--- src/rtl/fwsf_pkg.sv ---
package fwsf_pkg;
  // ****************************************************************
  // bus decode, word index times four
  // ****************************************************************
  localparam logic [3:0]  REG_CTRL      = 4'h0;
  localparam logic [3:0]  REG_ADDR      = 4'h4;
  localparam logic [3:0]  REG_DATA      = 4'h8;
  localparam logic [3:0]  REG_STATUS    = 4'hc;
  localparam logic [3:0]  REG_RDATA     = 4'h0;
  // ctrl fields
  localparam int          CTRL_GO       = 0;
  localparam int          CTRL_ERASE    = 1;
  localparam int          CTRL_WIN_CHK  = 2;
  // status fields
  localparam int          ST_BUSY       = 0;
  localparam int          ST_DONE       = 1;
  localparam int          ST_FAIL       = 2;
  localparam int          ST_WIN_LATE   = 3;
  localparam int          ST_WIN_OPEN   = 4;
  // flash data bit positions
  localparam int          POLL_BIT      = 7;
  localparam int          TOG1_BIT      = 6;
  localparam int          TOUT_BIT      = 5;
  localparam int          WIN_BIT       = 3;
  localparam int          TOG2_BIT      = 2;
  // strobe timing
  localparam int          CLK_NS        = 8;
  localparam int          T_STROBE_NS   = 70;
  localparam int          T_HIGH_NS     = 30;
  localparam int          STROBE_CYC    = (T_STROBE_NS + CLK_NS - 1) / CLK_NS;
  localparam int          HIGH_CYC      = (T_HIGH_NS + CLK_NS - 1) / CLK_NS;
  localparam logic [31:0] RESET_VAL     = 32'h0000_0000;
endpackage : fwsf_pkg

--- src/rtl/fwsf_ctrl.sv ---
`timescale 1ns/1ps
// Contract
// - host polls erase status at an unprotected sector being erased.
// - poll bit may turn to data early; host re-reads for valid data.
// - host holds ce or oe high while changing bank address.
// - non-blank program locks algorithm; host must issue reset sequence.
// - host checks window bit before and after each extra sector erase; code reads it only at the first status read after the erase command.
module fwsf_ctrl #(
  parameter int ADDR_W = 20
) (
  // clock and reset
  input  wire logic              i_clk,
  input  wire logic              i_rst_n,
  // avalon-mm slave
  input  wire logic [3:0]        i_avs_address,
  input  wire logic              i_avs_read,
  input  wire logic              i_avs_write,
  input  wire logic [31:0]       i_avs_writedata,
  output logic [31:0]            o_avs_readdata,
  output logic                   o_avs_waitrequest,
  // flash pins
  output logic [ADDR_W-1:0]      o_fl_addr,
  input  wire logic [7:0]        i_fl_dq,
  output logic [7:0]             o_fl_dq,
  output logic                   o_fl_dq_oe,
  output logic                   o_fl_ce_n,
  output logic                   o_fl_oe_n,
  output logic                   o_fl_we_n
);
  // ****************************************************************
  // pin synchroniser and strobe engine
  // ****************************************************************
  logic [7:0] dq_s1_r, dq_s2_r;
  logic       smp_d1_r, smp_d2_r;
  logic       st_start, st_write, st_sample, st_done;
  logic       ce_n_w, oe_n_w, we_n_w;

  always_ff @(posedge i_clk or negedge i_rst_n) begin
    if (!i_rst_n) begin
      dq_s1_r  <= 8'h00;
      dq_s2_r  <= 8'h00;
      smp_d1_r <= 1'b0;
      smp_d2_r <= 1'b0;
    end else begin
      dq_s1_r  <= i_fl_dq;
      dq_s2_r  <= dq_s1_r;
      smp_d1_r <= st_sample;
      smp_d2_r <= smp_d1_r;
    end
  end

  fwsf_strobe #(
    .LOW_CYC  (fwsf_pkg::STROBE_CYC),
    .HIGH_CYC (fwsf_pkg::HIGH_CYC)
  ) u_strobe (
    .i_clk    (i_clk),
    .i_rst_n  (i_rst_n),
    .i_start  (st_start),
    .i_write  (st_write),
    .o_ce_n   (ce_n_w),
    .o_oe_n   (oe_n_w),
    .o_we_n   (we_n_w),
    .o_sample (st_sample),
    .o_done   (st_done)
  );

  // ****************************************************************
  // sequencer
  // ****************************************************************
  typedef enum logic [2:0] {
    S_IDLE  = 3'b000,
    S_CMD   = 3'b001,
    S_RD1   = 3'b010,
    S_RD2   = 3'b011,
    S_CHECK = 3'b100,
    S_RST   = 3'b101
  } fwsf_state_t;

  fwsf_state_t     state_r, state_nxt;
  logic [2:0]      step_r, step_nxt;
  logic            erase_r, erase_nxt;
  logic            wchk_r, wchk_nxt;
  logic [ADDR_W-1:0] addr_r, addr_nxt;
  logic [7:0]      data_r, data_nxt;
  logic [7:0]      rd1_r, rd1_nxt;
  logic [7:0]      rd_r, rd_nxt;
  logic            busy_r, busy_nxt;
  logic            done_r, done_nxt;
  logic            fail_r, fail_nxt;
  logic            wlate_r, wlate_nxt;
  logic            wopen_r, wopen_nxt;
  logic            avs_wait_r, avs_wait_nxt;
  logic [31:0]     avs_rd_r, avs_rd_nxt;
  logic            go;
  logic [2:0]      n_steps;
  logic [ADDR_W-1:0] cmd_addr;
  logic [7:0]      cmd_data;
  logic            tog1_still, poll_ok;

  assign go      = i_avs_write && !avs_wait_r && (i_avs_address == fwsf_pkg::REG_CTRL)
                   && i_avs_writedata[fwsf_pkg::CTRL_GO] && (state_r == S_IDLE);
  // status only valid once the last write pulse has risen
  assign n_steps = erase_r ? 3'd6 : 3'd4;

  // standard unlock sequences; last cycle carries target address with program data or the erase command 30h
  always_comb begin
    cmd_addr = ADDR_W'(20'h00555);
    cmd_data = 8'haa;
    unique case (step_r)
      3'd0: begin cmd_addr = ADDR_W'(20'h00555); cmd_data = 8'haa; end
      3'd1: begin cmd_addr = ADDR_W'(20'h002aa); cmd_data = 8'h55; end
      3'd2: begin cmd_addr = ADDR_W'(20'h00555); cmd_data = erase_r ? 8'h80 : 8'ha0; end
      3'd3: begin
        cmd_addr = erase_r ? ADDR_W'(20'h00555) : addr_r;
        cmd_data = erase_r ? 8'haa : data_r;
      end
      3'd4: begin cmd_addr = ADDR_W'(20'h002aa); cmd_data = 8'h55; end
      default: begin cmd_addr = addr_r; cmd_data = 8'h30; end
    endcase
    if (state_r == S_RST) begin
      cmd_addr = addr_r;
      cmd_data = 8'hf0;
    end
  end

  // first toggle bit steady across two reads means the algorithm ended
  assign tog1_still = (rd1_r[fwsf_pkg::TOG1_BIT] == rd_r[fwsf_pkg::TOG1_BIT]);
  // poll bit equal to the same bit of programmed data, or erase done reads one
  assign poll_ok = erase_r ? rd_r[fwsf_pkg::POLL_BIT]
                           : (rd_r[fwsf_pkg::POLL_BIT] == data_r[fwsf_pkg::POLL_BIT]);

  always_comb begin
    state_nxt    = state_r;
    step_nxt     = step_r;
    erase_nxt    = erase_r;
    wchk_nxt     = wchk_r;
    addr_nxt     = addr_r;
    data_nxt     = data_r;
    rd1_nxt      = rd1_r;
    rd_nxt       = rd_r;
    busy_nxt     = busy_r;
    done_nxt     = done_r;
    fail_nxt     = fail_r;
    wlate_nxt    = wlate_r;
    wopen_nxt    = wopen_r;
    st_start     = 1'b0;
    st_write     = 1'b0;
    // idle high: one wait cycle per request, so read data stands when taken
    avs_wait_nxt = !((i_avs_read || i_avs_write) && avs_wait_r);
    avs_rd_nxt   = avs_rd_r;
    if (i_avs_write && !avs_wait_r) begin
      unique case (i_avs_address)
        fwsf_pkg::REG_ADDR: if (state_r == S_IDLE) addr_nxt = i_avs_writedata[ADDR_W-1:0];
        fwsf_pkg::REG_DATA: if (state_r == S_IDLE) data_nxt = i_avs_writedata[7:0];
        default: ;
      endcase
    end
    if (i_avs_read && avs_wait_r) begin
      unique case (i_avs_address)
        fwsf_pkg::REG_STATUS: avs_rd_nxt = {27'h0, wopen_r, wlate_r, fail_r, done_r, busy_r};
        fwsf_pkg::REG_DATA:   avs_rd_nxt = {24'h0, rd_r};
        fwsf_pkg::REG_ADDR:   avs_rd_nxt = 32'(addr_r);
        default:              avs_rd_nxt = fwsf_pkg::RESET_VAL;
      endcase
    end
    unique case (state_r)
      S_IDLE: if (go) begin
        erase_nxt = i_avs_writedata[fwsf_pkg::CTRL_ERASE];
        wchk_nxt  = i_avs_writedata[fwsf_pkg::CTRL_WIN_CHK];
        step_nxt  = 3'd0;
        busy_nxt  = 1'b1;
        done_nxt  = 1'b0;
        fail_nxt  = 1'b0;
        wlate_nxt = 1'b0;
        state_nxt = S_CMD;
        st_start  = 1'b1;
        st_write  = 1'b1;
      end
      S_CMD: if (st_done) begin
        if (step_r == n_steps - 3'd1) begin
          state_nxt = S_RD1;
          st_start  = 1'b1;
        end else begin
          step_nxt = step_r + 3'd1;
          st_start = 1'b1;
          st_write = 1'b1;
        end
      end
      S_RD1: if (smp_d2_r) begin
        rd1_nxt = dq_s2_r;
        // window bit seen after an extra sector erase: may be refused
        if (erase_r && wchk_r) wlate_nxt = dq_s2_r[fwsf_pkg::WIN_BIT];
        wopen_nxt = !dq_s2_r[fwsf_pkg::WIN_BIT];
      end else if (st_done) begin
        state_nxt = S_RD2;
        st_start  = 1'b1;
      end
      S_RD2: if (smp_d2_r) begin
        rd_nxt = dq_s2_r;
      end else if (st_done) begin
        state_nxt = S_CHECK;
      end
      S_CHECK: begin
        if (tog1_still && poll_ok) begin
          // protected targets end quietly too if the unchanged array byte passes poll_ok; a re-read yields clean data
          busy_nxt  = 1'b0;
          done_nxt  = 1'b1;
          state_nxt = S_IDLE;
        end else if (rd_r[fwsf_pkg::TOUT_BIT] && rd1_r[fwsf_pkg::TOUT_BIT]) begin
          // second look already taken after the timeout bit rose
          fail_nxt  = 1'b1;
          state_nxt = S_RST;
          st_start  = 1'b1;
          st_write  = 1'b1;
        end else begin
          // one new read, last second read becomes the first; strobes rise between reads so toggle bits advance
          rd1_nxt   = rd_r;
          state_nxt = S_RD2;
          st_start  = 1'b1;
        end
      end
      S_RST: if (st_done) begin
        busy_nxt  = 1'b0;
        done_nxt  = 1'b1;
        state_nxt = S_IDLE;
      end
      default: state_nxt = S_IDLE;
    endcase
  end

  always_ff @(posedge i_clk or negedge i_rst_n) begin
    if (!i_rst_n) begin
      state_r    <= S_IDLE;
      step_r     <= 3'd0;
      erase_r    <= 1'b0;
      wchk_r     <= 1'b0;
      addr_r     <= '0;
      data_r     <= 8'h00;
      rd1_r      <= 8'h00;
      rd_r       <= 8'h00;
      busy_r     <= 1'b0;
      done_r     <= 1'b0;
      fail_r     <= 1'b0;
      wlate_r    <= 1'b0;
      wopen_r    <= 1'b0;
      avs_wait_r <= 1'b1;
      avs_rd_r   <= 32'h0000_0000;
      o_fl_addr  <= '0;
      o_fl_dq    <= 8'h00;
      o_fl_dq_oe <= 1'b0;
      o_fl_ce_n  <= 1'b1;
      o_fl_oe_n  <= 1'b1;
      o_fl_we_n  <= 1'b1;
    end else begin
      state_r    <= state_nxt;
      step_r     <= step_nxt;
      erase_r    <= erase_nxt;
      wchk_r     <= wchk_nxt;
      addr_r     <= addr_nxt;
      data_r     <= data_nxt;
      rd1_r      <= rd1_nxt;
      rd_r       <= rd_nxt;
      busy_r     <= busy_nxt;
      done_r     <= done_nxt;
      fail_r     <= fail_nxt;
      wlate_r    <= wlate_nxt;
      wopen_r    <= wopen_nxt;
      avs_wait_r <= avs_wait_nxt;
      avs_rd_r   <= avs_rd_nxt;
      // polling reads go to the target address: the programmed byte, or inside the erasing sector
      o_fl_addr  <= (state_r == S_CMD || state_r == S_RST) ? cmd_addr : addr_r;
      o_fl_dq    <= cmd_data;
      o_fl_dq_oe <= (state_r == S_CMD || state_r == S_RST);
      o_fl_ce_n  <= ce_n_w;
      o_fl_oe_n  <= oe_n_w;
      o_fl_we_n  <= we_n_w;
    end
  end

  assign o_avs_readdata    = avs_rd_r;
  assign o_avs_waitrequest = avs_wait_r;

  // ****************************************************************
  // checks
  // ****************************************************************
  done_stable_a: assert property (@(posedge i_clk) disable iff (!i_rst_n)
    (state_r == S_CHECK && tog1_still && poll_ok) |=> (done_r && !busy_r))
    else $error("completion not reported after steady toggle bit");
  fail_reset_a: assert property (@(posedge i_clk) disable iff (!i_rst_n)
    (state_r == S_CHECK && !(tog1_still && poll_ok) && rd_r[5] && rd1_r[5])
    |=> (fail_r && state_r == S_RST))
    else $error("timeout failure not followed by reset command");
  cmd_len_a: assert property (@(posedge i_clk) disable iff (!i_rst_n)
    (state_r == S_CMD && !erase_r && st_done) |-> (step_r <= 3'd3))
    else $error("program sequence longer than four writes");
  erase_len_a: assert property (@(posedge i_clk) disable iff (!i_rst_n)
    (state_r == S_CMD && erase_r && st_done && step_r == 3'd5) |=> (state_r == S_RD1))
    else $error("erase sequence did not end at sixth write");
  no_drive_rd_a: assert property (@(posedge i_clk) disable iff (!i_rst_n)
    !o_fl_oe_n |-> !o_fl_dq_oe)
    else $error("data driven during read");
endmodule : fwsf_ctrl

--- src/rtl/fwsf_strobe.sv ---
`timescale 1ns/1ps
// one flash bus cycle: hold strobes low for a count, then high for a count
module fwsf_strobe #(
  parameter int LOW_CYC  = 9,
  parameter int HIGH_CYC = 4
) (
  // clock and reset
  input  wire logic        i_clk,
  input  wire logic        i_rst_n,
  // request
  input  wire logic        i_start,
  input  wire logic        i_write,
  // pin side
  output logic             o_ce_n,
  output logic             o_oe_n,
  output logic             o_we_n,
  output logic             o_sample,
  output logic             o_done
);
  logic [7:0] cnt_r, cnt_nxt;
  logic       act_r, act_nxt;
  logic       wr_r, wr_nxt;
  logic       ce_n_nxt, oe_n_nxt, we_n_nxt, sample_nxt, done_nxt;

  always_comb begin
    cnt_nxt    = cnt_r;
    act_nxt    = act_r;
    wr_nxt     = wr_r;
    ce_n_nxt   = 1'b1;
    oe_n_nxt   = 1'b1;
    we_n_nxt   = 1'b1;
    sample_nxt = 1'b0;
    done_nxt   = 1'b0;
    if (!act_r) begin
      if (i_start) begin
        act_nxt  = 1'b1;
        wr_nxt   = i_write;
        cnt_nxt  = 8'h00;
        ce_n_nxt = 1'b0;
        oe_n_nxt = i_write;
        we_n_nxt = !i_write;
      end
    end else begin
      cnt_nxt = cnt_r + 8'h01;
      if (cnt_r < 8'(LOW_CYC - 1)) begin
        ce_n_nxt = 1'b0;
        oe_n_nxt = wr_r;
        we_n_nxt = !wr_r;
      end
      // strobes rise: read data is taken on the rising edge of oe
      if (cnt_r == 8'(LOW_CYC - 1)) begin
        sample_nxt = !wr_r;
      end
      // keep ce and oe high between reads so toggle bits advance
      if (cnt_r == 8'(LOW_CYC + HIGH_CYC - 1)) begin
        act_nxt  = 1'b0;
        done_nxt = 1'b1;
      end
    end
  end

  always_ff @(posedge i_clk or negedge i_rst_n) begin
    if (!i_rst_n) begin
      cnt_r    <= 8'h00;
      act_r    <= 1'b0;
      wr_r     <= 1'b0;
      o_ce_n   <= 1'b1;
      o_oe_n   <= 1'b1;
      o_we_n   <= 1'b1;
      o_sample <= 1'b0;
      o_done   <= 1'b0;
    end else begin
      cnt_r    <= cnt_nxt;
      act_r    <= act_nxt;
      wr_r     <= wr_nxt;
      o_ce_n   <= ce_n_nxt;
      o_oe_n   <= oe_n_nxt;
      o_we_n   <= we_n_nxt;
      o_sample <= sample_nxt;
      o_done   <= done_nxt;
    end
  end

  write_hi_a: assert property (@(posedge i_clk) disable iff (!i_rst_n)
    !(!o_we_n && !o_oe_n))
    else $error("write and read strobes low together");
endmodule : fwsf_strobe

--- config.mk ---
export PLATFORM = sky130hd
export DESIGN_NAME = fwsf_ctrl
export DESIGN_NICKNAME = d
export VERILOG_FILES = /design/src/rtl/fwsf_pkg.sv /design/src/rtl/fwsf_ctrl.sv /design/src/rtl/fwsf_strobe.sv
export SDC_FILE = /design/constraint.sdc
export NUM_CORES = 1
export LEC_CHECK = 0
export BUFFER_PORTS_ARGS = -buffer_cell sky130_fd_sc_hd__buf_2
export CAP_MARGIN = 20
export CORE_ASPECT_RATIO = 0.6
export CORE_MARGIN = 1
export CORE_UTILIZATION = 36
export DETAILED_ROUTE_END_ITERATION = 8
export PLACE_DENSITY = 0.57
export SKIP_LAST_GASP = 1
export SLEW_MARGIN = 30
export SYNTH_ARGS = -nofsm -noshare
export SYNTH_HDL_FRONTEND = slang
export SYNTH_SLANG_ARGS = --single-unit
--- constraint.sdc ---
create_clock -name i_clk -period 5.8 [get_ports i_clk]
set_input_delay 0.29 -clock i_clk [delete_from_list [all_inputs] [get_ports i_clk]]
set_output_delay 0.29 -clock i_clk [all_outputs]
set_load 0.02 [all_outputs]
==> results.toml, run 1 <==
[sta]
fmax_mhz = 384.7
relSlewSlack_pct = 41.68
slew_viol_final = 0
final.period_utilization_pct = 44.81
setup_viol = 0
fin_crit_ns = 2.599
worstMarginPinSlew_ns = 0.8710
tns_ns = 0
skew_ns = 0.01138
rsz0062_at_grt = "false"
hold_viol = 0

[synth]
synthArstFlopShare_pct = 100.0
synth_flop_cell = "dfrtp_1"
synth_edf_count = 0
synth.most_common_cell = "dfrtp_1"
yosysSeqAreaShare_pct = 60.95
netlist_instances = 460
yosysTopAreaCell = "dfrtp_1"
ys_types = 51
ys_seq_elements = 137
synth_area_um2 = 5639
syn_avg_cell_area_um2 = 12.26
synthTopCellsByCount = "130 x dfrtp_1, 45 x mux2_2, 35 x o21ai_0, 30 x nand2_1, 27 x nor2_1"
yosys_warnings = 0
synth_top_area_share_pct = 57.69
synth_area_leaders = "dfrtp_1 58%, mux2_2 9.0%, dfstp_2 3.3%"

[die]
die_y_um = 98.95
die_x_um = 163.6
start_util_pct = 36.79
ios = 113
dieArea_um2 = 16180
num_rows = 35
core_region_area_um2 = 15330

[critical_path]
critical_path_class = "reg -> reg"
crit_fanout = 21
crit_required_ns = 6.15
end_kind = "flip-flop"
ff2ff_path_depth = 4
crit_arrival_ns = 2.95
critPathLaunchType = "flip-flop"

[power_and_ir_drop]
p_seq_share_pct = 44.4
switching_power_mw = 0.9557
pwr_density_cell_nw_per_um2 = 419.8
clockPowerShare_pct = 34.8
leakage_nw = 3.341
power_mw = 2.903
switching_share_pct = 32.92
combPwrFrac_pct = 20.8
vdd_drop_max_mv = 0.2199
p_int_mw = 1.947

[clock_tree]
cts_tree = "yes"
clock_latency_ns = 0.42
clk_pin_slew_ns = 0.06
cts_root_buffer = "clkbuf_16"
clock_path_buffers = 2
cts_num_sinks = 137
post_cts_buffers = 0
cts_htree_levels = 4
numCtsBuffers = 17

[placed_design]
hpwl_mm = 8.523
io_buffers = 88
gp_congestion = 0.8065

[worst_hold_path]
hold_class = "in -> reg"
holdPathStages = 2

[run_status]
outcome = "complete, but fails checks"
violations = "design-rule violations"

[global_route]
grt_usage_pct = 15.84
grt_first_pass_wirelength_mm = 19.23
grt-ovfl-total = 0
grt_max_degree = 71
grt_pass1_vias = 3683
antenna_found_initial = 2

[finish]
area_delta_synth_final_pct = 22.61
fin_nets = 614
final_layout_size_suffix_gt1_share_pct = 33.57

[detailed_routing]
dr.pass1.iters = 6
wirelength_mm = 11.93
remaining_drc_errors = 4
wire_per_inst_um = 15.36
ant_nets = 0
initialDrtViolationCount = 237
num_vias = 3761
vias_per_cell = 4.840

[job]
cap_viol_max_count = 0
-- stage by stage --
step	setup slack, ns	utilization [%]	area (um^2)	std cells	hold WS [ns]
after floorplan	3.888	-	5680	471	-0.005591
after global routing	2.984	45.08	6909	775	0.04567
after CTS	3.134	44.88	6879	774	0.03315
after detailed placement	3.155	40.66	6232	733	0.3293
final	3.201	45.11	6914	777	0.04171
after global placement	3.210	40.66	6232	733	0.3196
-- cells by family after synthesis --
family                     Yosys count  synth area share, %
and+or+nand+nor                    116                11.07
muxes                               49                9.696
xor gates and xnor gates             2               0.3107
DFF                                137                60.95
buffers and inverters               45                3.927
other                                1              0.06650
AOI/OAI and AO/OA                  103                12.43
adders and majority gates            7                1.553
-- routing by layer --
layer,GRT usage [%],vias up,wire (um)
met4,4.345,0,77
met2,21.25,109,4798
met3,5.808,9,937
li1,-,1804,-
met5,0,-,0
met1,23.66,1839,6121
-- registers in the layout, summed over array words and instances, names as in the netlist, 2 cells and up --
signal,cells
addr_r,20
data_r,8
dq_s1_r,8
dq_s2_r,8
o_avs_readdata,20
o_fl_addr,20
o_fl_dq,8
rd1_r,2
rd_r,8
state_r,3
step_r,3
u_strobe.cnt_r,8
-- timing repair --
item                                   4_1_cts  5_1_grt
endpoints found under the hold margin       76        0
hold buffers                                 9        0
gates resized for setup                      0        0
-- cells in the final DEF (no fill, tap or decap), types with 8 or more instances in the layout --
| cell | n |
|---|---|
| inv_1 | 14 |
| nor2b_1 | 8 |
| a22o_1 | 14 |
| dfrtp_1 | 130 |
| buf_2 | 87 |
| conb_1 | 12 |
| clkbuf_16 | 17 |
| a22oi_1 | 10 |
| and2_1 | 13 |
| a21oi_1 | 18 |
| o21ai_0 | 35 |
| nand2_1 | 29 |
| dlygate4sd3_1 | 9 |
| mux2_2 | 45 |
| nor2_1 | 27 |
-- critical path: stages (launching register included) --
cell and delay, ns:
dfstp_2 0.54, nand2_1 0.43, or3_1 0.58, nor3b_2 0.74, a22o_1 0.24
-- power groups by stage --
stage	clock network, mW	registers [mW]	logic (mW)
global placement	0	1.30	0.588
finish	1.01	1.29	0.604
detailed placement	0	1.30	0.602
floorplan	0	1.32	0.373
CTS	1.03	1.29	0.609
global route	1.08	1.32	0.670
-- layout make-up --
type / count / area [um^2]
Multi-Input combinational cell: 289 / 2029
Tap cell: 203 / 254.0
Timing Repair Buffer: 100 / 579.3
Clock buffer: 17 / 425.4
Sequential cell: 137 / 3437
Clock inverter: 15 / 131.4
Inverter: 14 / 52.55
Fill cell: 1424 / 8413
Antenna cell: 2 / 5.005
-- worst paths after layout --
path / slack [ns] / start / endpoint
max: 3.20 / o_avs_waitrequest / o_avs_readdata[19]
min: 0.04 / i_avs_read / o_avs_waitrequest
max reg2reg: 3.20 / o_avs_waitrequest / o_avs_readdata[19]
min reg2reg: 0.35 / smp_d1_r / smp_d2_r
max in group asynchronous: 4.33 / i_rst_n / u_strobe.o_oe_n
min in group asynchronous: 0.44 / i_rst_n / o_fl_dq[0]
(Power assumes the default switching activity.)
==> run 2, diff against run 1 <==
Settings changed: PLACE_DENSITY 0.57 to 0.59.
Clock period 5.8 ns to 2.2 ns, I/O delays scaled along.
==> results.toml, run 2 (same netlist as run 1, synthesis figures left out) <==
[run_status]
outcome = "finished clean"

[power_and_ir_drop]
switching_power_mw = 2.520
leakage_nw = 3.499
switching_share_pct = 31.81
p_seq_share_pct = 42.4
pwr_density_cell_nw_per_um2 = 1098
vdd_drop_max_mv = 0.6613
clockPowerShare_pct = 35.9
combPwrFrac_pct = 21.6
p_int_mw = 5.402

[sta]
fin_crit_ns = 2.062
tns_ns = 0
relSlewSlack_pct = 56.34
rsz0062_at_grt = "false"
skew_ns = 0.009358
setup_viol = 0
final.period_utilization_pct = 93.71
worstMarginPinSlew_ns = 0.6535
hold_viol = 0
fmax_mhz = 485.1
slew_viol_final = 0

[clock_tree]
hold_buffers = 30
post_cts_buffers = 0
cts_tree = "yes"
clock_latency_ns = 0.42
cts_num_sinks = 137
clk_pin_slew_ns = 0.06
post_cts_resized = 0
cts_htree_levels = 4
numCtsBuffers = 17
clock_path_buffers = 2
cts_root_buffer = "clkbuf_16"

[die]
start_util_pct = 36.79
num_rows = 35
core_region_area_um2 = 15330
die_x_um = 163.6
ios = 113
dieArea_um2 = 16180
die_y_um = 98.95

[detailed_routing]
wire_per_inst_um = 15.43
vias_per_cell = 4.880
remaining_drc_errors = 0
num_vias = 3933
ant_nets = 0
wirelength_mm = 12.43
dr.pass1.iters = 5
initialDrtViolationCount = 231

[global_route]
grt.busiest_layer = "met1"
grt_max_degree = 58
grt_first_pass_wirelength_mm = 20.22
use_met3_pct = 4.082
grt_pass1_vias = 3843
grt_util_met2_pct = 22.33
use_met1_pct = 25.26
grt_usage_pct = 16.42
antenna_found_initial = 1
grt-ovfl-total = 0

[critical_path]
ff2ff_path_depth = 5
startpoint = "o_avs_waitrequest"
r2r_start = "o_avs_waitrequest"
reg2reg_slack_ns = 0.14
critical_path_class = "reg -> reg"
cp_slowest_cell = "or4b_1"
critPathLaunchType = "flip-flop"
crit_chain = "or4b_1 > o21ai_0 > a21boi_2 > o221ai_2 > mux2_2"
slowest_delay_ns = 0.68
end_kind = "flip-flop"
crit_fanout = 6
critPathTopFamily = "simple AND/OR/NAND/NOR gates"
path_depth = 5
critPathBufInv = 0
crit_required_ns = 2.50
worstSetupEndpoint = "state_r[0]"
worstReg2RegEnd = "state_r[0]"
crit_arrival_ns = 2.36

[finish]
fin_nets = 645
final_common_cell = "dfrtp_1"
num_antenna_cells = 0
mostFrequentLayoutCells = "130 x dfrtp_1, 87 x buf_2, 45 x mux2_2"
final_layout_size_suffix_gt1_share_pct = 33.33
postLayoutCellArea_um2 = 7217
area_delta_synth_final_pct = 27.98

[placed_design]
io_buffers = 88
placement.cell_area_um2 = 6327
hpwl_mm = 8.964
gp_congestion = 0.8218

[job]
cap_viol_max_count = 0

[worst_hold_path]
hold_class = "in -> reg"
-- run 2: cell types whose count changed in the layout (fill, tap and decap cells not counted), sizes merged, moves of 2 or more --
cell	before	now
clkinvlp	3	1
bufinv	0	2
diode	2	0
dlygate4sd3	9	30
buf	91	101
-- run 2: cell type report --
cell class | count | area (um^2)
Multi-Input combinational cell | 289 | 2027
Clock inverter | 15 | 163.9
Sequential cell | 137 | 3437
Clock buffer | 17 | 425.4
Tap cell | 203 | 254.0
Inverter | 14 | 52.55
Timing Repair Buffer | 131 | 857.1
Fill cell | 1369 | 8110
-- run 2: how the worst min path moves through the flow --
stage | startpoint | to | slack, ns | cells after the start
6_report | i_avs_writedata[0] | addr_r[0] | 0.02 | 2
5_1_grt | i_avs_writedata[0] | addr_r[0] | 0.03 | 2
4_1_cts | i_avs_writedata[0] | addr_r[0] | 0.01 | 2
3_5_place_dp | i_rst_n | o_fl_dq[2] | 0.12 | 1
3_3_place_gp | i_rst_n | o_fl_dq[5] | 0.11 | 1
2_1_floorplan | i_rst_n | addr_r[0] | -0.19 | 0
-- run 2: worst reg2reg max path: stages, from the launching register on --
cell and delay (ns):
dfstp_2 0.38, or4b_1 0.68, o21ai_0 0.27, a21boi_2 0.21, o221ai_2 0.13, mux2_2 0.29
-- run 2: power groups by stage --
stage	sequential [mW]	clock [mW]	combinational [mW]
6_report	3.36	2.85	1.71
5_1_grt	3.43	3.02	1.90
4_1_cts	3.36	2.90	1.73
3_5_place_dp	3.40	0	1.68
3_3_place_gp	3.38	0	1.64
2_1_floorplan	3.49	0	0.982
-- run 2: per-stage QoR --
step,setup slack (ns),util (%),hold WS [ns],instances,total power [mW]
3_3_place_gp,0.2210,41.28,0.1113,744,5.018
5_1_grt,0.05381,47.09,0.02581,806,8.343
2_1_floorplan,0.2884,-,-0.1856,471,4.474
6_report,0.1384,47.09,0.02265,806,7.922
3_5_place_dp,0.1586,41.28,0.1200,744,5.079
4_1_cts,0.1429,47.09,0.01156,806,7.979
-- run 2: routing by layer --
metal	wire (um)	vias to the layer above
met5	0	-
met1	6497	1954
met4	114	0
met3	734	13
li1	-	1852
met2	5086	114
==> run 3, diff against run 2 <==
Settings changed: BUFFER_PORTS_ARGS -buffer_cell sky130_fd_sc_hd__buf_2 to default, DONT_BUFFER_PORTS from default to 1, PLACE_DENSITY 0.59 to 0.53, REMOVE_ABC_BUFFERS from default to 1.
==> results.toml, run 3 (same netlist as run 1, synthesis figures left out) <==
[finish]
final_common_cell = "dfrtp_1"
stdcell_count = 720
postLayoutCellArea_um2 = 6759
final_layout_size_suffix_gt1_share_pct = 21.66
num_antenna_cells = 0
area_delta_synth_final_pct = 19.86
fin_nets = 559
mostFrequentLayoutCells = "130 x dfrtp_1, 45 x mux2_2, 35 x o21ai_0"

[clock_tree]
clock_latency_ns = 0.42
cts_tree = "yes"
clk_pin_slew_ns = 0.07
post_cts_resized = 0
cts_root_buffer = "clkbuf_16"
cts_htree_levels = 4
hold_buffers = 32
numCtsBuffers = 17
clock_path_buffers = 2
post_cts_buffers = 0
cts_num_sinks = 137

[global_route]
grt_max_degree = 138
grt-ovfl-total = 0
grt_usage_pct = 15.99
grt_pass1_vias = 3553
grt_first_pass_wirelength_mm = 19.49
antenna_found_initial = 0

[power_and_ir_drop]
power_mw = 7.556
pwr_density_cell_nw_per_um2 = 1118
leakage_nw = 3.096
vdd_drop_max_mv = 0.6109

[sta]
fin_crit_ns = 1.997
slew_viol_final = 0
setup_viol = 0
skew_ns = 0.01157
final.period_utilization_pct = 90.77
hold_ws_ns = -0.6198
worstMarginPinSlew_ns = 0.5509
rsz0062_at_grt = "false"
hold_viol = 137
finalWorstSetupSlack_ns = 0.2031
relSlewSlack_pct = 63.27
fmax_mhz = 500.8

[critical_path]
ff2ff_path_depth = 4
slowest_delay_ns = 0.67
crit_fanout = 8
crit_chain = "or4b_1 > nor2_1 > nand2_1 > mux2_2"
crit_arrival_ns = 2.29
critPathBufInv = 0
critical_path_class = "reg -> reg"
crit_required_ns = 2.50
end_kind = "flip-flop"
critPathLaunchType = "flip-flop"
path_depth = 4
cp_slowest_cell = "or4b_1"
critPathTopFamily = "simple AND/OR/NAND/NOR gates"

[die]
die_x_um = 163.6
die_y_um = 98.95
start_util_pct = 36.79
num_rows = 35
ios = 113
dieArea_um2 = 16180
core_region_area_um2 = 15330

[run_status]
outcome = "complete, but fails checks"
violations = "negative hold slack"

[placed_design]
dp_cells = 656
gp_congestion = 0.7938
placement.cell_area_um2 = 5863
pre_cts_slack_ns = 0.1987
hpwl_mm = 8.259
io_buffers = 0

[job]
cap_viol_max_count = 0

[detailed_routing]
initialDrtViolationCount = 238
ant_nets = 0
wirelength_mm = 12.08
num_vias = 3639
vias_per_cell = 5.054
remaining_drc_errors = 0
wire_per_inst_um = 16.78
dr.pass1.iters = 5

[worst_hold_path]
hold_class = "in -> async"
-- run 3: cell types whose count changed in the layout (fill, tap and decap cells not counted), sizes merged --
cell,previous run,this run
buf,101,13
bufinv,2,0
dlygate4sd3,30,32
inv,21,23
-- run 3: area by class of cell --
cell class              count  area [um^2]
fillers                  1453         8568
flip-flops and latches    137         3437
multi-input cells         289         2022
clock buffers              17        425.4
repair buffers             45        417.9
well taps                 203        254.0
clock inverters            15        150.1
inverters                  14        52.55
-- run 3: power breakdown --
group,internal [mW],switching [mW]
clock,1.51,1.22
combinational,0.562,0.649
sequential,3.00,0.614
total,5.07,2.48
-- run 3: stage by stage --
step	util [%]	TNS, ns
2_1_floorplan	-	-2.175
3_3_place_gp	38.25	0
3_5_place_dp	38.25	0
4_1_cts	44.10	0
5_1_grt	44.10	0
6_report	44.10	0
-- run 3: per-layer routing --
metal | vias to the layer above | track usage [%] | share of wire, %
met2 | 107 | 21.12 | 42
met1 | 1833 | 24.77 | 52
met5 | - | 0 | 0
met4 | 0 | 5.627 | 1.2
li1 | 1687 | - | -
met3 | 12 | 4.125 | 5.3
-- run 3: final timing paths --
path | from | end | slack (ns)
max reg2reg | o_avs_waitrequest | data_r[0] | 0.20
max in group asynchronous | i_rst_n | o_avs_waitrequest | 2.54
max | o_avs_waitrequest | data_r[0] | 0.20
min reg2reg | dq_s1_r[3] | dq_s2_r[3] | 0.35
min | i_rst_n | o_fl_addr[14] | -0.62
min in group i_clk | i_avs_address[0] | o_avs_readdata[7] | 0.02
